## config.mk

```make
export PLATFORM = sky130hd
export DESIGN_NAME = mgh_top
export DESIGN_NICKNAME = d
export VERILOG_FILES = /design/src/mgh_pkg.sv /design/src/mgh_top.sv /design/src/mgh_dead_chan.sv /design/src/mgh_hall_filt.sv
export SDC_FILE = /design/constraint.sdc
export NUM_CORES = 1
export LEC_CHECK = 0
export CORE_MARGIN = 10
export CORE_UTILIZATION = 58
export DETAILED_ROUTE_END_ITERATION = 12
export DONT_BUFFER_PORTS = 1
export MAX_ROUTING_LAYER = met4
export PLACE_DENSITY = 0.79
export SETUP_SLACK_MARGIN = 0.2
export SLEW_MARGIN = 10
export SYNTH_ARGS = -nofsm -noshare
export SYNTH_HDL_FRONTEND = slang
export SYNTH_HIERARCHICAL = 1
export SYNTH_SLANG_ARGS = --single-unit
export TNS_END_PERCENT = 1
```

## constraint.sdc

```tcl
create_clock -name clk_i -period 2.71 [get_ports clk_i]
set_input_delay 0.271 -clock clk_i [delete_from_list [all_inputs] [get_ports clk_i]]
set_output_delay 0.271 -clock clk_i [all_outputs]
set_load 0.1 [all_outputs]
```

## src/mgh_pkg.sv

```systemverilog
// Package with register map, field layout, states and carriers of the motor gate block.
// Notes on behaviour
// - Rising predrive edge waits the dead interval.
// - Falling predrive edge passes through at once.
// - Dead clock is system clock over 1/2/4/8.
// - Dead enable off delays rising edges by one clock only.
// - Dead interval is count plus one ticks.
// - Both drives of a pair on forces off.
// - Drive one means transistor on, zero off.
// - Six polarity bits invert the gate pins.
// - Gate pins float after reset.
// - Source mode picks soft bits or sensors.
// - Input select chooses the sensor source.
// - Filter enable bypasses or uses the filter.
// - Three-bit field sets filter sample rate.
// - Compare count sets needed matching samples.
// - Delay mode resets low, disabling delay.
// - Delay mode low clears both delay buffers.
// - Delay mode high gives timer run to hardware.
package mgh_pkg;

  localparam logic [3:0] ADR_DEAD   = 4'h0;
  localparam logic [3:0] ADR_POL    = 4'h1;
  localparam logic [3:0] ADR_DRIVE  = 4'h2;
  localparam logic [3:0] ADR_HMODE  = 4'h3;
  localparam logic [3:0] ADR_FILT   = 4'h4;
  localparam logic [3:0] ADR_CHECK  = 4'h5;
  localparam logic [3:0] ADR_STATUS = 4'h6;

  localparam logic [7:0] DEAD_RST   = 8'h00;
  localparam logic [7:0] POL_RST    = 8'h00;
  localparam int         DT_EN_BIT  = 5;
  localparam int         DT_DIV_LSB = 6;
  localparam int         HM_SRC_BIT = 0;
  localparam int         HM_SEL_BIT = 1;
  localparam int         HM_DLY_BIT = 2;
  localparam int         HM_OUT_BIT = 3;
  localparam int         HM_SOFT_LSB = 4;
  localparam int         FL_EN_BIT  = 3;

  typedef enum logic [2:0] {
    DT_IDLE = 3'b001,
    DT_WAIT = 3'b010,
    DT_ON   = 3'b100
  } mgh_dt_state_t;

  typedef struct packed {
    logic [1:0] div_sel;
    logic       enable;
    logic [4:0] count;
  } mgh_dead_cfg_t;

  typedef struct packed {
    logic       req;
    logic [3:0] adr;
    logic       we;
    logic [7:0] dat;
  } mgh_bus_req_t;

  // Tick divider for the dead-time clock.
  function automatic logic div_tick(input logic [1:0] sel, input logic [2:0] cnt);
    logic t;
    t = 1'b0;
    case (sel)
      2'b00:   t = 1'b1;
      2'b01:   t = (cnt[0] == 1'b1);
      2'b10:   t = (cnt[1:0] == 2'h3);
      default: t = (cnt == 3'h7);
    endcase
    return t;
  endfunction : div_tick

endpackage : mgh_pkg

```

## src/mgh_top.sv

```systemverilog
// Gate output conditioning and Hall front end with a Wishbone register slave.
//
// The Wishbone interface to the registers and the register addresses were chosen for this implementation.
`timescale 1ns/10ps
module mgh_top
  import mgh_pkg::*;
(
  // Clock and reset.
  input  wire logic       clk_i,
  input  wire logic       rst_i,
  // Wishbone slave.
  input  wire logic       cyc_i,
  input  wire logic       stb_i,
  input  wire logic       we_i,
  input  wire logic [5:0] adr_i,
  input  wire logic [3:0] sel_i,
  input  wire logic [31:0] dat_i,
  output logic [31:0]     dat_o,
  output logic            ack_o,
  // Gate pins, enable low drives.
  output logic [5:0]      gate_o,
  output logic [5:0]      gate_oe_n_o,
  // Hall inputs.
  input  wire logic [2:0] hall_sensor_inputs_i,
  input  wire logic [2:0] hall_alt_inputs_i,
  // Hall result and delay timer.
  output logic [2:0]      hall_out_o,
  output logic            timer_run_bit_o,
  output logic [1:0]      delay_timer_select_o,
  input  wire logic       timer_match_i
);

  mgh_dead_cfg_t dead_time_setup_ff;
  logic [5:0]    output_polarity_ctrl_ff;
  logic [5:0]    predrive_ff;
  logic [7:0]    hmode_ff;
  logic [3:0]    filt_ff;
  logic [4:0]    check_ff;
  logic [2:0]    clk_div_ff;
  logic          tick;
  logic [5:0]    safe_req;
  logic [5:0]    dead_out;
  logic [2:0]    hall_sel;
  logic [2:0]    hall_filt;
  logic [2:0]    hall_src;
  logic [2:0]    delay_buffer_one_ff;
  logic [2:0]    delay_buffer_two_ff;
  logic          wr;
  logic [3:0]    word;
  logic [7:0]    rd;

  assign word = adr_i[5:2];
  assign wr   = cyc_i && stb_i && we_i && !ack_o && sel_i[0];

  always_ff @(posedge clk_i)
  begin
    if (rst_i)
      ack_o <= 1'b0;
    else
      ack_o <= cyc_i && stb_i && !ack_o;
  end

  always_ff @(posedge clk_i)
  begin
    if (rst_i)
    begin
      dead_time_setup_ff      <= DEAD_RST;
      output_polarity_ctrl_ff <= POL_RST[5:0];
      predrive_ff             <= 6'h00;
      hmode_ff                <= 8'h00;
      filt_ff                 <= 4'h0;
      check_ff                <= 5'h00;
    end
    else if (wr)
    begin
      if (word == ADR_DEAD)
        dead_time_setup_ff <= dat_i[7:0];
      else if (word == ADR_POL)
        output_polarity_ctrl_ff <= dat_i[5:0];
      else if (word == ADR_DRIVE)
        predrive_ff <= dat_i[5:0];
      else if (word == ADR_HMODE)
        hmode_ff <= dat_i[7:0];
      else if (word == ADR_FILT)
        filt_ff <= dat_i[3:0];
      else if (word == ADR_CHECK)
        check_ff <= dat_i[4:0];
    end
  end

  always_comb
  begin
    rd = 8'h00;
    if (word == ADR_DEAD)
      rd = dead_time_setup_ff;
    else if (word == ADR_POL)
      rd = {2'b00, output_polarity_ctrl_ff};
    else if (word == ADR_DRIVE)
      rd = {2'b00, predrive_ff};
    else if (word == ADR_HMODE)
      rd = hmode_ff;
    else if (word == ADR_FILT)
      rd = {4'h0, filt_ff};
    else if (word == ADR_CHECK)
      rd = {3'b000, check_ff};
    else if (word == ADR_STATUS)
      rd = {hall_out_o, delay_buffer_one_ff, timer_run_bit_o, 1'b0};
  end

  always_ff @(posedge clk_i)
  begin
    if (rst_i)
      dat_o <= 32'h0000_0000;
    else if (cyc_i && stb_i && !we_i && !ack_o)
      dat_o <= {24'h00_0000, rd};
  end

  always_ff @(posedge clk_i)
  begin
    if (rst_i)
      clk_div_ff <= 3'h0;
    else
      clk_div_ff <= clk_div_ff + 3'h1;
  end
  assign tick = div_tick(dead_time_setup_ff.div_sel, clk_div_ff);

  genvar p;
  generate
    for (p = 0; p < 3; p++)
    begin : g_pair
      assign safe_req[2*p]   = predrive_ff[2*p] && !predrive_ff[2*p+1];
      assign safe_req[2*p+1] = predrive_ff[2*p+1] && !predrive_ff[2*p];
    end
    for (p = 0; p < 6; p++)
    begin : g_dead
      mgh_dead_chan u_dead (
        .clk_i  (clk_i),
        .rst_i  (rst_i),
        .cfg_i  (dead_time_setup_ff),
        .tick_i (tick),
        .req_i  (safe_req[p]),
        .drv_o  (dead_out[p])
      );
    end
  endgenerate

  always_ff @(posedge clk_i)
  begin
    if (rst_i)
    begin
      gate_o      <= 6'h00;
      gate_oe_n_o <= 6'h3F;
    end
    else
    begin
      gate_o      <= dead_out ^ output_polarity_ctrl_ff;
      gate_oe_n_o <= {6{~hmode_ff[HM_OUT_BIT]}};
    end
  end

  assign hall_sel = hmode_ff[HM_SEL_BIT] ? hall_alt_inputs_i : hall_sensor_inputs_i;

  mgh_hall_filt u_filt (
    .clk_i  (clk_i),
    .rst_i  (rst_i),
    .rate_i (filt_ff[2:0]),
    .need_i (check_ff),
    .raw_i  (hall_sel),
    .filt_o (hall_filt)
  );

  // Source mode chooses soft or sensor.
  assign hall_src = !hmode_ff[HM_SRC_BIT] ? hmode_ff[HM_SOFT_LSB +: 3] :
                    (filt_ff[FL_EN_BIT] ? hall_filt : hall_sel);

  always_ff @(posedge clk_i)
  begin
    if (rst_i || !hmode_ff[HM_DLY_BIT])
    begin
      delay_buffer_one_ff <= 3'h0;
      delay_buffer_two_ff <= 3'h0;
      timer_run_bit_o     <= 1'b0;
    end
    else
    begin
      // Hardware runs timer on a Hall change.
      if (hall_src != delay_buffer_one_ff)
      begin
        delay_buffer_one_ff <= hall_src;
        timer_run_bit_o     <= 1'b1;
      end
      else if (timer_run_bit_o && timer_match_i)
      begin
        delay_buffer_two_ff <= delay_buffer_one_ff;
        timer_run_bit_o     <= 1'b0;
      end
    end
  end

  always_ff @(posedge clk_i)
  begin
    if (rst_i)
    begin
      hall_out_o           <= 3'h0;
      delay_timer_select_o <= 2'h0;
    end
    else
    begin
      hall_out_o           <= hmode_ff[HM_DLY_BIT] ? delay_buffer_two_ff : hall_src;
      delay_timer_select_o <= hmode_ff[7 -: 1] == 1'b1 ? 2'h1 : 2'h0;
    end
  end

  a_pair_never_both: assert property (@(posedge clk_i) disable iff (rst_i)
    !(dead_out[0] && dead_out[1]))
    else $error("Phase A pair both on.");

  a_polarity_applied: assert property (@(posedge clk_i) disable iff (rst_i)
    1'b1 |=> gate_o == ($past(dead_out) ^ $past(output_polarity_ctrl_ff)))
    else $error("Gate polarity mismatch.");

  a_reset_float: assert property (@(posedge clk_i)
    rst_i |=> gate_oe_n_o == 6'h3F)
    else $error("Gate pins driven after reset.");

  a_buffers_clear: assert property (@(posedge clk_i) disable iff (rst_i)
    !hmode_ff[HM_DLY_BIT] |=> delay_buffer_one_ff == 3'h0 && delay_buffer_two_ff == 3'h0)
    else $error("Delay buffers not cleared.");

  a_timer_idle: assert property (@(posedge clk_i) disable iff (rst_i)
    !hmode_ff[HM_DLY_BIT] |=> !timer_run_bit_o)
    else $error("Timer run while delay off.");

endmodule : mgh_top

```

## src/mgh_dead_chan.sv

```systemverilog
// One channel of rising-edge dead-time insertion.
`timescale 1ns/10ps
module mgh_dead_chan
  import mgh_pkg::*;
(
  // Clock and reset.
  input  wire logic          clk_i,
  input  wire logic          rst_i,
  // Config and tick.
  input  wire mgh_dead_cfg_t cfg_i,
  input  wire logic          tick_i,
  // Drive.
  input  wire logic          req_i,
  output logic               drv_o
);

  mgh_dt_state_t state_ff;
  logic [4:0]    cnt_ff;

  always_ff @(posedge clk_i)
  begin
    if (rst_i)
    begin
      state_ff <= DT_IDLE;
      cnt_ff   <= 5'h00;
    end
    else
    begin
      case (state_ff)
        DT_IDLE:
        begin
          if (req_i && cfg_i.enable)
          begin
            state_ff <= DT_WAIT;
            cnt_ff   <= 5'h00;
          end
          else if (req_i)
            state_ff <= DT_ON;
        end
        DT_WAIT:
        begin
          if (!req_i)
            state_ff <= DT_IDLE;
          else if (tick_i && cnt_ff == cfg_i.count)
            state_ff <= DT_ON;
          else if (tick_i)
            cnt_ff <= cnt_ff + 5'h01;
        end
        DT_ON:
          if (!req_i)
            state_ff <= DT_IDLE;
        default:
          state_ff <= DT_IDLE;
      endcase
    end
  end

  assign drv_o = req_i && (state_ff == DT_ON);

  a_dead_hold_low: assert property (@(posedge clk_i) disable iff (rst_i)
    (state_ff == DT_IDLE && req_i && cfg_i.enable) |=> !drv_o)
    else $error("Drive rose without dead interval.");

  a_fall_passes: assert property (@(posedge clk_i) disable iff (rst_i)
    !req_i |-> !drv_o)
    else $error("Drive stayed high after request fell.");

  a_no_dead_off: assert property (@(posedge clk_i) disable iff (rst_i)
    (state_ff == DT_IDLE && req_i && !cfg_i.enable) ##1 req_i |-> drv_o)
    else $error("Disabled dead time delayed the drive.");

endmodule : mgh_dead_chan

```

## src/mgh_hall_filt.sv

```systemverilog
// Hall input noise filter for three lines.
`timescale 1ns/10ps
module mgh_hall_filt
  import mgh_pkg::*;
(
  // Clock and reset.
  input  wire logic       clk_i,
  input  wire logic       rst_i,
  // Config.
  input  wire logic [2:0] rate_i,
  input  wire logic [4:0] need_i,
  // Data.
  input  wire logic [2:0] raw_i,
  output logic [2:0]      filt_o
);

  logic [7:0] pre_ff;
  logic       samp;
  logic [4:0] match_ff [3];

  always_ff @(posedge clk_i)
  begin
    if (rst_i)
      pre_ff <= 8'h00;
    else
      pre_ff <= pre_ff + 8'h01;
  end

  // Sample period is 2 to the rate.
  assign samp = ((pre_ff & ((8'h01 << rate_i) - 8'h01)) == 8'h00);

  genvar g;
  generate
    for (g = 0; g < 3; g++)
    begin : g_line
      always_ff @(posedge clk_i)
      begin
        if (rst_i)
        begin
          match_ff[g] <= 5'h00;
          filt_o[g]   <= 1'b0;
        end
        else if (samp)
        begin
          if (raw_i[g] == filt_o[g])
            match_ff[g] <= 5'h00;
          else if (match_ff[g] + 5'h01 >= need_i)
          begin
            filt_o[g]   <= raw_i[g];
            match_ff[g] <= 5'h00;
          end
          else
            match_ff[g] <= match_ff[g] + 5'h01;
        end
      end
    end
  endgenerate

endmodule : mgh_hall_filt

```

==> flow_metrics.py <==
metrics = {
    "outcome": {
        "outcome": "finished, final reports clean",
    },
    "flow_run": {
        "maxCapViolations": 0,
    },
    "hold_path": {
        "hold_depth": 2,
        "hold_start": "dat_i[7]",
        "hold_class": "input pin to flip-flop",
    },
    "clock_network": {
        "cts_root_buffer": "clkbuf_16",
        "clk_latency_ps": 430,
        "clk_path_buf_depth": 2,
        "cts_made_buffers": 17,
        "htree_levels": 4,
        "numClockSinks": 140,
        "clkTransAtPathRegs_ps": 60,
        "cts_tree": "built",
    },
    "placement": {
        "portBuffers": 0,
        "dp_hpwl_microns": 12600,
        "place_area_sq_um": 8260,
        "finalWeightedCongestion": 0.891,
        "dp_cells": 1042,
    },
    "power_and_ir_drop": {
        "p_leak_uw": 0.00329,
        "ir_drop_uv": 413,
        "power_density_nw_per_um2": 521,
    },
    "route": {
        "firstDrtPassIters": 5,
        "drc": 0,
        "viasPerCell": 5.80,
        "wire_per_inst_microns": 17.2,
        "drt_iter0_drc": 519,
        "ant_nets": 0,
        "vias": 6310,
        "wirelength_microns": 18700,
    },
    "cells_and_area": {
        "fin_cells": 1087,
        "drive_gt1_share_pct": 12.3,
        "syn2layout_area_growth_pct": 10.4,
        "fin_util_pct": 65.0,
        "antenna_cells": 0,
        "fin_area_sq_um": 8960,
        "fin_nets": 976,
    },
    "floorplanning": {
        "die_w_microns": 138,
        "dieArea_sq_um": 19100,
        "start_util_pct": 58.9,
        "die_h_microns": 138,
        "rows": 43,
        "core_sq_um": 13800,
        "io_pins": 105,
    },
    "global_route": {
        "antenna_found_initial": 0,
        "grt_pass1_vias": 6014,
        "grt_pass1_wl_microns": 30300,
        "grt_usage_pct": 19.4,
        "overflow": 0,
        "grt_max_degree": 91,
    },
    "critical_path": {
        "arrival_ps": 2640,
        "r2r-start": "filt_ff[0]",
        "start_kind": "flip-flop",
        "cp.required_ps": 2850,
        "r2r_end": "u_filt/match_ff[2][4]",
        "worstPathMaxFanout": 15,
        "cp-endpoint": "u_filt/match_ff[2][4]",
        "critPathCaptureType": "flip-flop",
        "crit_path_start": "filt_ff[0]",
        "r2r_cells": 7,
        "ff2ff_setup_slack_ps": 210,
        "path_class": "flip-flop to flip-flop",
    },
    "synth": {
        "async_flop_share_pct": 0,
        "synthCells": 876,
        "yosysWarnings": 6,
        "ys.flop_type": "dfxtp_1",
        "syn_area_sq_um": 8110,
        "ys_types": 78,
        "syn_avg_cell_area_sq_um": 9.26,
        "synth_seq_cells": 140,
        "synth_edf_count": 15,
        "seq_area_frac_synth_pct": 36.4,
    },
    "sta": {
        "drv_slew": 0,
        "rsz0062_at_grt": "true",
        "fmax_mhz": 399,
        "worst_pin_slew_ps": 1000,
        "timing.final.crit_period_ps": 2500,
        "finalClockSkew_ps": 13.1,
        "relSlewSlack_pct": 33.2,
        "fin_tns_setup_ps": 0,
        "fin_crit_sh_pct": 92.4,
        "hold_slack_ps": 4.60,
        "finalSetupViolations": 0,
        "hold_viol": 0,
    },
}
## cell families (layout without fill, tap and decap cells)
group	after synthesis	count (layout)	synth area share, %
muxes	62	62	7.90
other	1	25	0.0462
xor gates and xnor gates	73	73	7.88
and+or+nand+nor	333	333	24.0
DFF	140	140	36.4
buffers and inverters	76	83	5.46
AOI/OAI and AO/OA	163	163	14.0
adders and majority gates	28	28	4.32
## through the flow
step | total power (uW) | setup WS, ps
floorplan | 2500 | 194
global placement | 2470 | 203
detailed placement | 2470 | 168
CTS | 4670 | 215
global route | 4770 | 102
finish | 4660 | 207
## routing by layer
layer | part of all wire, % | global-route usage (%) | vias to the layer above | wire [microns]
li1 | - | - | 3119 | -
met1 | 45 | 23.6 | 2959 | 8360
met2 | 46 | 30.1 | 199 | 8630
met3 | 7.1 | 5.31 | 33 | 1340
met4 | 2.0 | 6.94 | 0 | 376
met5 | 0 | - | - | 0
## what timing repair did
item,in CTS,in global routing
endpoints found under the setup margin,15,25
setup buffers,0,1
resized for setup,1,0
pin swaps,0,1
gates cloned,0,0
endpoints found under the hold margin,90,0
hold buffers,12,0
## critical path: stages, from the launching register on
cell and delay [ps]:
dfxtp_2 370, or3_4 360, ha_4 200, and4_1 200, o31a_1 280, or3_4 460
o21ai_4 180, buf_12 170
## cell usage after synthesis (4+ instances only)
library cell | count | area [sq um]
xnor2_1 | 56 | 490
nor2_2 | 6 | 37.5
and4bb_2 | 6 | 75.1
a21boi_1 | 12 | 90.1
nor3_4 | 5 | 81.3
nor2b_1 | 21 | 131
nand2b_1 | 16 | 100
buf_2 | 6 | 30.0
ha_1 | 28 | 350
a21oi_2 | 6 | 52.6
a21oi_1 | 32 | 160
mux2i_1 | 57 | 571
and2_1 | 7 | 43.8
nand3b_2 | 6 | 67.6
nand3b_1 | 14 | 105
edfxtp_1 | 15 | 450
a31oi_1 | 9 | 56.3
a211o_1 | 7 | 61.3
buf_4 | 30 | 225
nor2_1 | 108 | 405
nand3_1 | 23 | 115
o31ai_1 | 5 | 37.5
nor3b_1 | 16 | 120
inv_1 | 19 | 71.3
o2111ai_1 | 7 | 61.3
buf_6 | 5 | 56.3
o21a_1 | 4 | 30.0
clkbuf_1 | 15 | 56.3
nand2_1 | 47 | 176
xor2_1 | 17 | 149
nor3_1 | 7 | 35.0
or3_1 | 14 | 87.6
dfxtp_1 | 125 | 2500
o22ai_1 | 7 | 43.8
or4_1 | 6 | 45.0
o21ai_1 | 8 | 40.0
o211ai_1 | 12 | 90.1
o21ai_2 | 6 | 52.6
nand3_2 | 6 | 60.1
o21ai_0 | 26 | 130
## power breakdown
part | internal (uW) | switching, uW | total, uW | leakage (uW)
clock network | 1240 | 944 | 2190 | 0.000262
logic | 73.0 | 273 | 346 | 0.00183
registers | 2100 | 24.4 | 2130 | 0.00119
## how the worst min path moves through the flow
stage | end | slack (ps)
after floorplan | g_dead[0].u_dead/cnt_ff[0] | 340
after global placement | g_dead[3].u_dead/cnt_ff[1] | 350
after detailed placement | clk_div_ff[0] | 360
after CTS | dead_time_setup_ff[7] | 0.7
after global routing | g_dead[4].u_dead/state_ff[1] | 6
final | dead_time_setup_ff[7] | 5
## layout make-up
type                       instances  area [sq um]
clock inverter                    12          85.1
clock buffer                      20           467
tap                              180           225
timing repair buffer              31           313
inverter                          20          75.1
multi-input combinational        684          4830
fill                            1151          4820
sequential                       140          2960
## cell usage in the layout, fill, tap and decap left out, types with 6 or more instances in the layout
master / n
a211o_1: 7
a21boi_1: 12
a21oi_1: 32
a21oi_2: 6
a31oi_1: 9
and2_1: 7
and4bb_2: 6
buf_4: 17
clkbuf_16: 17
conb_1: 25
dfxtp_1: 123
dlygate4sd3_1: 11
edfxtp_1: 15
ha_1: 27
inv_1: 19
mux2i_1: 57
nand2_1: 47
nand2b_1: 16
nand3_1: 23
nand3_2: 6
nand3b_1: 14
nand3b_2: 6
nor2_1: 108
nor2_2: 6
nor2b_1: 21
nor3_1: 7
nor3b_1: 16
o2111ai_1: 7
o211ai_1: 12
o21ai_0: 26
o21ai_1: 7
o21ai_2: 6
o22ai_1: 7
or3_1: 13
or4_1: 6
xnor2_1: 56
xor2_1: 17
## state kept, by name, indices dropped and copies added (netlist names), 7 cells and up
name                    count
dat_o                       8
g_dead.u_dead/state_ff     18
u_filt/pre_ff               7
dead_time_setup_ff          8
hmode_ff                    8
g_dead.u_dead/cnt_ff       30
u_filt/match_ff            15
Power figures use the tool's default switching activity.
